**config.mk**
```make
export PLATFORM = sky130hd
export DESIGN_NAME = failsafe_mode_controller
export DESIGN_NICKNAME = d
export VERILOG_FILES = /design/src/design/fso_ctrl_pkg.sv /design/src/design/failsafe_mode_controller.sv
export SDC_FILE = /design/constraint.sdc
export NUM_CORES = 1
export LEC_CHECK = 0
export ABC_AREA = 1
export BUFFER_PORTS_ARGS = -buffer_cell sky130_fd_sc_hd__buf_2
export CORE_AREA = 2 2 153 110
export DETAILED_ROUTE_END_ITERATION = 7
export DIE_AREA = 0 0 155 112
export GPL_ROUTABILITY_DRIVEN = 0
export PLACE_DENSITY_LB_ADDON = 0.05
export SYNTH_ARGS = -nofsm -noshare
export SYNTH_HDL_FRONTEND = slang
export SYNTH_SLANG_ARGS = --single-unit
```
**constraint.sdc**
```tcl
create_clock -name clk -period 6.4 [get_ports clk]
set_clock_uncertainty 0.05 [all_clocks]
set_input_delay 1.28 -clock clk [delete_from_list [all_inputs] [get_ports clk]]
set_output_delay 1.28 -clock clk [all_outputs]
set_load 0.02 [all_outputs]
```
**src/design/fso_ctrl_pkg.sv**
```systemverilog
package fso_ctrl_pkg;

  // ----------------------------------------------------------------------
  // Timing
  // ----------------------------------------------------------------------
  localparam int CLK_HZ = 20_000_000;
  localparam int INIT_DELAY_NS = 150_000;
  localparam int INIT_CYCLES =
    (INIT_DELAY_NS * (CLK_HZ / 1_000_000) + 999) / 1000;
  localparam logic [11:0] INIT_LAST = 12'(INIT_CYCLES - 1);

  // ----------------------------------------------------------------------
  // Register byte offsets and values after reset
  // ----------------------------------------------------------------------
  localparam logic [7:0] ADDR_THRESH = 8'h00;
  localparam logic [7:0] ADDR_TIMING = 8'h04;
  localparam logic [7:0] ADDR_CONTROL = 8'h08;
  localparam logic [7:0] ADDR_RANGE = 8'h0c;
  localparam logic [7:0] ADDR_TRIM = 8'h10;
  localparam logic [7:0] ADDR_STATUS = 8'h14;
  localparam logic [31:0] RESET_WORD = 32'h0000_0000;

  // ----------------------------------------------------------------------
  // Mode select codes
  // ----------------------------------------------------------------------
  localparam logic [2:0] MODE_SAFE_ZERO = 3'h0;
  localparam logic [2:0] MODE_OTP_LOAD = 3'h1;
  localparam logic [2:0] MODE_FSO_ZERO_RO = 3'h2;
  localparam logic [2:0] MODE_FSO_ZERO_RW = 3'h3;
  localparam logic [2:0] MODE_FSO_OTP_RW = 3'h5;
  localparam logic [2:0] MODE_SA_RO = 3'h6;

  typedef enum logic [2:0] {ST_RESET, ST_INIT, ST_NORMAL, ST_FSO, ST_SA}
    op_state_t;

  typedef struct packed {
    logic cyc;
    logic stb;
    logic we;
    logic [7:0] adr;
    logic [3:0] sel;
    logic [31:0] dat;
  } wb_req_t;

  typedef struct packed {
    logic ack;
    logic [31:0] dat;
  } wb_rsp_t;

  typedef struct packed {
    logic [1:0][7:0] threshold_upper;
    logic [1:0][1:0] sense_range_low;
    logic [1:0][4:0] off_time;
    logic [1:0] channel_enable;
    logic [2:0] failsafe_mode_select;
    logic [1:0] thermal_auto_recover_enable;
    logic [1:0] overcurrent_comparator_level;
  } otp_image_t;

  typedef struct packed {
    logic [1:0][8:0] current_threshold_code;
    logic [1:0][2:0] sense_range_select;
    logic [1:0][4:0] off_time;
    logic [1:0] channel_enable;
    logic [2:0] failsafe_mode_select;
    logic [1:0] overcurrent_comparator_level;
    logic [1:0] thermal_auto_recover_enable;
    logic [1:0][6:0] sense_range_value;
    logic [1:0][6:0] sense_trim_value;
  } ctrl_regs_t;

  // Codes whose reset pin acts as a plain reset.
  function automatic logic is_reset_code(input logic [2:0] m);
    return (m == MODE_SAFE_ZERO) || (m == MODE_OTP_LOAD) || (m >= MODE_SA_RO);
  endfunction : is_reset_code

  // Codes that block serial writes and clear-on-read.
  function automatic logic is_write_locked(input logic [2:0] m);
    return (m[0] == 1'b0) && (m != MODE_SAFE_ZERO);
  endfunction : is_write_locked

  function automatic logic [31:0] wb_merge(input logic [31:0] old,
    input logic [31:0] dat, input logic [3:0] sel);
    logic [31:0] mask;
    mask = {{8{sel[3]}}, {8{sel[2]}}, {8{sel[1]}}, {8{sel[0]}}};
    return (old & ~mask) | (dat & mask);
  endfunction : wb_merge

  // Places a merged bus word into the register that it addresses.
  function automatic ctrl_regs_t reg_write(input ctrl_regs_t c,
    input logic [7:0] adr, input logic [31:0] w);
    ctrl_regs_t r;
    r = c;
    case (adr)
      ADDR_THRESH:
      begin
        r.current_threshold_code[0] = w[8:0];
        r.current_threshold_code[1] = w[24:16];
      end
      ADDR_TIMING:
      begin
        r.sense_range_select[0] = w[2:0];
        r.sense_range_select[1] = w[6:4];
        r.off_time[0] = w[12:8];
        r.off_time[1] = w[20:16];
      end
      ADDR_CONTROL:
      begin
        r.channel_enable = w[1:0];
        r.failsafe_mode_select = w[4:2];
        r.overcurrent_comparator_level = w[6:5];
        r.thermal_auto_recover_enable = w[8:7];
      end
      ADDR_RANGE:
      begin
        r.sense_range_value[0] = w[6:0];
        r.sense_range_value[1] = w[14:8];
      end
      ADDR_TRIM:
      begin
        r.sense_trim_value[0] = w[6:0];
        r.sense_trim_value[1] = w[14:8];
      end
      default:
        r = c;
    endcase
    return r;
  endfunction : reg_write

  function automatic ctrl_regs_t otp_preload(input ctrl_regs_t c,
    input otp_image_t o);
    ctrl_regs_t r;
    r = c;
    for (int i = 0; i < 2; i++)
    begin
      r.current_threshold_code[i][8:1] = o.threshold_upper[i];
      r.sense_range_select[i][1:0] = o.sense_range_low[i];
      r.off_time[i] = o.off_time[i];
      r.sense_trim_value[i] = c.sense_range_value[i];
    end
    r.channel_enable = o.channel_enable;
    r.failsafe_mode_select = o.failsafe_mode_select;
    r.thermal_auto_recover_enable = o.thermal_auto_recover_enable;
    r.overcurrent_comparator_level = o.overcurrent_comparator_level;
    return r;
  endfunction : otp_preload

endpackage : fso_ctrl_pkg

```
**src/design/failsafe_mode_controller.sv**
```systemverilog
// Chosen here: the Wishbone interface to the registers and the register offsets.
`timescale 1ns/1ps

module failsafe_mode_controller (
  input wire logic clk,
  input wire logic rst,
  input wire fso_ctrl_pkg::wb_req_t wb_req,
  output fso_ctrl_pkg::wb_rsp_t wb_rsp,
  input wire logic reset_input_low,
  input wire logic [1:0] led_control_inputs,
  input wire logic otp_lock_bit,
  input wire fso_ctrl_pkg::otp_image_t otp_image,
  input wire logic serial_frame_error,
  output fso_ctrl_pkg::ctrl_regs_t ctrl_out,
  output logic [1:0] buck_enable,
  output logic digital_reset,
  output fso_ctrl_pkg::op_state_t op_state,
  output logic failsafe_entered_flag,
  output logic serial_error_flag,
  output logic stand_alone_mode,
  output logic serial_write_blocked
);
  import fso_ctrl_pkg::*;

  // ----------------------------------------------------------------------
  // Pin synchronisers
  // ----------------------------------------------------------------------
  logic [2:0] pin_sync_reg;
  logic pin_lvl_reg;
  logic [2:0][1:0] led_sync_reg;
  logic [1:0] led_lvl_reg;

  always_ff @(posedge clk or posedge rst)
  begin
    if (rst)
    begin
      pin_sync_reg <= 3'h0;
      led_sync_reg <= 6'h00;
    end
    else
    begin
      pin_sync_reg <= {pin_sync_reg[1:0], reset_input_low};
      led_sync_reg <= {led_sync_reg[1:0], led_control_inputs};
    end
  end

  wire pin_agree = pin_sync_reg[1] == pin_sync_reg[2];
  wire pin_next = pin_agree ? pin_sync_reg[2] : pin_lvl_reg;
  wire pin_fall = pin_lvl_reg & ~pin_next;
  wire pin_rise = ~pin_lvl_reg & pin_next;
  wire [1:0] led_diff = led_sync_reg[1] ^ led_sync_reg[2];
  wire [1:0] led_next = (~led_diff & led_sync_reg[2]) |
    (led_diff & led_lvl_reg);

  // ----------------------------------------------------------------------
  // State and registers
  // ----------------------------------------------------------------------
  op_state_t state_reg, state_next;
  ctrl_regs_t ctrl_reg, ctrl_next, ctrl_wr;
  logic [2:0] latched_mode_reg, latched_mode_next;
  logic [11:0] init_cnt_reg, init_cnt_next;
  logic hold_en_reg, hold_en_next;
  logic fso_flag_reg, serr_flag_reg, fso_set;
  logic blocked_reg, ack_reg;
  logic [31:0] rdat_reg;
  logic [1:0] buck_en_reg;
  logic rst_out_reg, sa_reg;

  // ----------------------------------------------------------------------
  // Bus decode
  // ----------------------------------------------------------------------
  wire bus_req = wb_req.cyc & wb_req.stb;
  wire bus_done = bus_req & ack_reg;
  wire in_fso = state_reg == ST_FSO;
  wire in_sa = state_reg == ST_SA;
  wire blocked_w = (in_fso & is_write_locked(latched_mode_reg)) |
    (in_sa & is_write_locked(ctrl_reg.failsafe_mode_select));
  wire hit_thresh = wb_req.adr == ADDR_THRESH;
  wire hit_timing = wb_req.adr == ADDR_TIMING;
  wire hit_control = wb_req.adr == ADDR_CONTROL;
  wire hit_range = wb_req.adr == ADDR_RANGE;
  wire hit_trim = wb_req.adr == ADDR_TRIM;
  wire hit_status = wb_req.adr == ADDR_STATUS;
  wire mapped = hit_thresh | hit_timing | hit_control | hit_range |
    hit_trim | hit_status;
  wire wr_ok = bus_done & wb_req.we & ~blocked_w;
  wire valid_op = bus_done & mapped;
  wire clr_flags = bus_done & ~wb_req.we & hit_status & ~blocked_w;

  wire [31:0] thresh_word = {7'h00, ctrl_reg.current_threshold_code[1],
    7'h00, ctrl_reg.current_threshold_code[0]};
  wire [31:0] timing_word = {11'h000, ctrl_reg.off_time[1], 3'h0,
    ctrl_reg.off_time[0], 1'b0, ctrl_reg.sense_range_select[1], 1'b0,
    ctrl_reg.sense_range_select[0]};
  wire [31:0] control_word = {23'h000000,
    ctrl_reg.thermal_auto_recover_enable,
    ctrl_reg.overcurrent_comparator_level,
    ctrl_reg.failsafe_mode_select, ctrl_reg.channel_enable};
  wire [31:0] range_word = {17'h00000, ctrl_reg.sense_range_value[1], 1'b0,
    ctrl_reg.sense_range_value[0]};
  wire [31:0] trim_word = {17'h00000, ctrl_reg.sense_trim_value[1], 1'b0,
    ctrl_reg.sense_trim_value[0]};
  wire [31:0] status_word = {19'h00000, hold_en_reg, 1'b0, latched_mode_reg,
    1'b0, state_reg, 2'h0, serr_flag_reg, fso_flag_reg};
  wire [31:0] rd_word = hit_thresh ? thresh_word :
    hit_timing ? timing_word :
    hit_control ? control_word :
    hit_range ? range_word :
    hit_trim ? trim_word :
    hit_status ? status_word : RESET_WORD;

  wire [31:0] w_word = wb_merge(rd_word, wb_req.dat, wb_req.sel);
  wire exit_code = w_word[4:2] == MODE_SAFE_ZERO ||
    w_word[4:2] == MODE_OTP_LOAD;
  wire exit_allowed = latched_mode_reg == MODE_FSO_ZERO_RW ||
    latched_mode_reg == MODE_FSO_OTP_RW;
  wire exit_by_write = wr_ok & hit_control & in_fso & exit_code &
    exit_allowed;
  wire [2:0] otp_mode = otp_lock_bit ? otp_image.failsafe_mode_select :
    MODE_SAFE_ZERO;
  wire fso_code = ~is_reset_code(ctrl_reg.failsafe_mode_select);

  assign ctrl_wr = wr_ok ? reg_write(ctrl_reg, wb_req.adr, w_word) :
    ctrl_reg;

  // ----------------------------------------------------------------------
  // Mode sequencer
  // ----------------------------------------------------------------------
  always_comb
  begin
    state_next = state_reg;
    ctrl_next = ctrl_wr;
    latched_mode_next = latched_mode_reg;
    init_cnt_next = 12'h000;
    hold_en_next = hold_en_reg & ~valid_op;
    fso_set = 1'b0;
    case (state_reg)
      ST_RESET:
      begin
        ctrl_next = '0;
        latched_mode_next = 3'h0;
        hold_en_next = 1'b0;
        if (pin_next)
          state_next = ST_INIT;
      end
      ST_INIT:
      begin
        ctrl_next = '0;
        init_cnt_next = init_cnt_reg + 12'h001;
        if (!pin_next)
          state_next = ST_RESET;
        else if (init_cnt_reg == INIT_LAST)
        begin
          state_next = ST_NORMAL;
          init_cnt_next = 12'h000;
          if (otp_mode == MODE_SAFE_ZERO)
            ctrl_next = '0;
          else if (otp_mode <= MODE_FSO_ZERO_RW)
          begin
            if (otp_mode != MODE_OTP_LOAD)
              ctrl_next.failsafe_mode_select = otp_mode;
            else
              ctrl_next = otp_preload('0, otp_image);
          end
          else
          begin
            ctrl_next = otp_preload('0, otp_image);
            if (otp_mode >= MODE_SA_RO)
              state_next = ST_SA;
            else
              hold_en_next = 1'b1;
          end
        end
      end
      ST_NORMAL:
      begin
        if (pin_fall && fso_code && otp_lock_bit)
        begin
          state_next = ST_FSO;
          latched_mode_next = ctrl_reg.failsafe_mode_select;
          ctrl_next = otp_preload(ctrl_reg, otp_image);
          fso_set = 1'b1;
        end
        else if (!pin_next && (!fso_code || !otp_lock_bit))
          state_next = ST_RESET;
      end
      ST_FSO:
      begin
        if (pin_rise || exit_by_write)
        begin
          state_next = ST_NORMAL;
          latched_mode_next = 3'h0;
        end
      end
      ST_SA:
      begin
        if (!pin_next)
          state_next = ST_RESET;
      end
      default:
        state_next = ST_RESET;
    endcase
  end

  // In the normal state, LED pins gate each enabled channel.
  wire [1:0] en_gated = hold_en_reg ? 2'b00 :
    (in_fso | in_sa) ? ctrl_reg.channel_enable :
    (state_reg == ST_NORMAL) ? (ctrl_reg.channel_enable & led_lvl_reg) :
    2'b00;

  // ----------------------------------------------------------------------
  // Registers
  // ----------------------------------------------------------------------
  always_ff @(posedge clk or posedge rst)
  begin
    if (rst)
    begin
      state_reg <= ST_RESET;
      ctrl_reg <= '0;
      latched_mode_reg <= 3'h0;
      init_cnt_reg <= 12'h000;
      hold_en_reg <= 1'b0;
      pin_lvl_reg <= 1'b0;
      led_lvl_reg <= 2'b00;
      buck_en_reg <= 2'b00;
      rst_out_reg <= 1'b1;
      sa_reg <= 1'b0;
      blocked_reg <= 1'b0;
    end
    else
    begin
      state_reg <= state_next;
      ctrl_reg <= ctrl_next;
      latched_mode_reg <= latched_mode_next;
      init_cnt_reg <= init_cnt_next;
      hold_en_reg <= hold_en_next;
      pin_lvl_reg <= pin_next;
      led_lvl_reg <= led_next;
      buck_en_reg <= en_gated;
      rst_out_reg <= state_next == ST_RESET;
      sa_reg <= state_next == ST_SA;
      blocked_reg <= blocked_w;
    end
  end

  // A flag event in the clearing cycle survives the clear.
  always_ff @(posedge clk or posedge rst)
  begin
    if (rst)
    begin
      fso_flag_reg <= 1'b0;
      serr_flag_reg <= 1'b0;
      ack_reg <= 1'b0;
      rdat_reg <= RESET_WORD;
    end
    else
    begin
      fso_flag_reg <= fso_set | (fso_flag_reg & ~clr_flags);
      serr_flag_reg <= serial_frame_error |
        (serr_flag_reg & ~clr_flags);
      ack_reg <= bus_req & ~ack_reg;
      rdat_reg <= (bus_req & ~ack_reg) ? rd_word : RESET_WORD;
    end
  end

  assign wb_rsp = '{ack: ack_reg, dat: rdat_reg};
  assign ctrl_out = ctrl_reg;
  assign buck_enable = buck_en_reg;
  assign digital_reset = rst_out_reg;
  assign op_state = state_reg;
  assign failsafe_entered_flag = fso_flag_reg;
  assign serial_error_flag = serr_flag_reg;
  assign stand_alone_mode = sa_reg;
  assign serial_write_blocked = blocked_reg;
endmodule : failsafe_mode_controller

```
==> results.json <==
{
  "clkSinkCount": 134,
  "p_per_area_nw_per_um2": 219.9,
  "synth_area_leaders": "dfrtp_1 47%, nand2_1 12%, inv_1 5.2%, nor2_1 4.6%, nand3_1 4.6%",
  "cts_setup_buffers": 0,
  "irDropWorstVdd_mv": 0.1622,
  "dp.cells": 1272,
  "post_cts_resized": 0,
  "maxCapViolCount": 0,
  "wl_per_cell_um": 17.23,
  "insertion_delay_ns": 0.43,
  "finalHoldViolCount": 0,
  "end_kind": "flip-flop",
  "synth_flop_cell": "dfrtp_1",
  "clockBufferDepth": 2,
  "critPathRequiredTime_ns": 6.63,
  "start_kind": "input pin",
  "yosysTopAreaCell": "dfrtp_1",
  "antenna_found_initial": 0,
  "synth_top_cells_by_count": "233 x nand2_1, 133 x dfrtp_1, 97 x inv_1",
  "period_needed_ns": 3.334,
  "htree_levels": 4,
  "crit_type": "input pin to flip-flop",
  "max-slew-margin-rel_pct": 30.64,
  "grt_pass1_wl_um": 34720,
  "cts_buffers": 17,
  "die_y_um": 112,
  "overflow": 0,
  "ys_seq_elements": 134,
  "holdWs_ns": 0.2996,
  "p_leak_nw": 4.381,
  "fp.dieW_um": 155,
  "cp_top_family": "simple AND/OR/NAND/NOR gates",
  "crit_buf_inv": 2,
  "fillCellCount": 1592,
  "path_clk_slew_ns": 0.06,
  "portBuffers": 190,
  "syn_inst": 903,
  "vias": 6751,
  "yosysSeqAreaShare_pct": 47.69,
  "final_nets": 1180,
  "slew_viol_final": 0,
  "drive_gt1_share_pct": 25.57,
  "dieArea_sq_um": 17360,
  "drc": 0,
  "io_pins": 207,
  "hold_buffers": 0,
  "num_rows": 39,
  "synth_edf_count": 0,
  "grt_max_degree": 93,
  "fin_crit_sh_pct": 52.10,
  "setup_viol": 0,
  "routed_via_density": 5.177,
  "cpMaxStageDelayCell": "nor2_2",
  "synth_top_cell_area_share_pct": 47.31,
  "ys_types": 45,
  "final_util_pct": 53.83,
  "largest_reg_flops": 71,
  "synth_warnings": 0,
  "synthArstFlopShare_pct": 100.0,
  "crit_fanout": 20,
  "hp-class": "flip-flop to flip-flop",
  "grt_util_all_layers_pct": 26.24,
  "num_antenna_cells": 0,
  "area_delta_synth_final_pct": 22.11,
  "tightest_slew_ns": 1.037,
  "clock-root-buffer": "clkbuf_16",
  "timing.fmax_mhz": 299.9,
  "syn_area_per_cell_sq_um": 7.790,
  "dr.first_iter.drc_count": 559,
  "core_sq_um": 15960,
  "cp_common_cell": "o21ai_0",
  "totalWireLength_um": 22470,
  "initial_utilization_pct": 44.08,
  "crit_arrival_ns": 3.56,
  "first_global_vias": 6342,
  "hpwlAfterDp_um": 16190,
  "status": "completed",
  "rsz0062_at_grt": "no",
  "cts_tree": "yes",
  "critical_path.max_stage_delay_ns": 0.52,
  "setup_tns_ns": 0,
  "dr.pass1.iters": 6,
  "post_layout_nonfiller_instances": 1304,
  "worstPathCellList": "buf_2 > nor2_1 > nand3_2 > nor2_2 > nand2_2 > inv_1 > nand2_1 > o21ai_0 > o21ai_0",
  "synth_most_common_cell": "nand2_1",
  "postRouteAntennaNets": 0,
  "syn-cell-area_sq_um": 7034
}
[worst register-to-register path: cells and delay by family (launching register included)]
family / cells / cell delay [ns]
AOI/OAI and AO/OA: 2 / 0.21
buffers and inverters: 2 / 0.65
DFF: 1 / 0.41
and+or+nand+nor: 6 / 1.19
[placed cells by master (no fill, tap or decap), types with 7 or more instances in the layout]
master and n:
a21oi_1 51, buf_2 190, clkbuf_16 17, conb_1 8
dfrtp_1 133, inv_1 96, inv_2 15, nand2_1 233
nand2_2 8, nand3_1 64, nor2_1 87, nor2_2 7
nor3_1 16, o211ai_1 8, o21ai_0 43, o21ai_1 27
o22ai_1 20
[worst paths after layout]
check,from,end,slack [ns],depth (start not counted)
worst min register to register,led_sync_reg[0],led_sync_reg[2],0.30,0
max in group asynchronous,rst,rdat_reg[1],4.18,3
worst max register to register,ctrl_out[33],ctrl_out[66],3.79,10
min in group asynchronous,rst,init_cnt_reg[10],0.99,2
worst min-delay path,led_sync_reg[0],led_sync_reg[2],0.30,0
worst max-delay path,wb_req[37],ctrl_out[70],3.07,9
[routing by layer]
metal	GRT usage (%)	vias up	part of all wire, %
met4	7.840	0	1.2
met2	38.73	281	43
met3	5.839	24	8.7
li1	-	3289	-
met5	0	-	0
met1	38.70	3157	47
[area by class of cell]
class	instances	area (sq um)	area share, %
multi-input cells	627	3028	35.25
clock inverters	15	122.6	1.428
well taps	205	256.5	2.986
inverters	113	429.2	4.996
flip-flops and latches	134	3354	39.05
repair buffers	193	973.4	11.33
clock buffers	17	425.4	4.953
[through the flow]
stage | cell area, sq um | power (W) | worst slack, ns
global placement | 8041 | 0.0009846 | 2.742
floorplan | 7061 | 0.0009383 | 1.489
global route | 8589 | 0.001948 | 2.830
detailed placement | 8041 | 0.0009851 | 2.726
finish | 8589 | 0.001888 | 3.066
CTS | 8589 | 0.001895 | 3.133
[where the power goes]
group	internal, W	switching [W]	total (W)	leakage (nW)
sequential	0.000856	0.00000630	0.000863	1.83
clock	0.000502	0.000416	0.000919	0.257
combinational	0.0000324	0.0000748	0.000107	2.30
[cell families after synthesis]
group           Yosys count  share of synthesized area [%]
flops                   134                          47.69
fa+ha+maj                 3                         0.4625
simple gates            445                          28.23
buf+inv                 149                          9.640
xor+xnor                  3                         0.3736
other cells               1                        0.05331
compound gates          168                          13.55
Note: power is estimated with default switching activity, not from simulation.
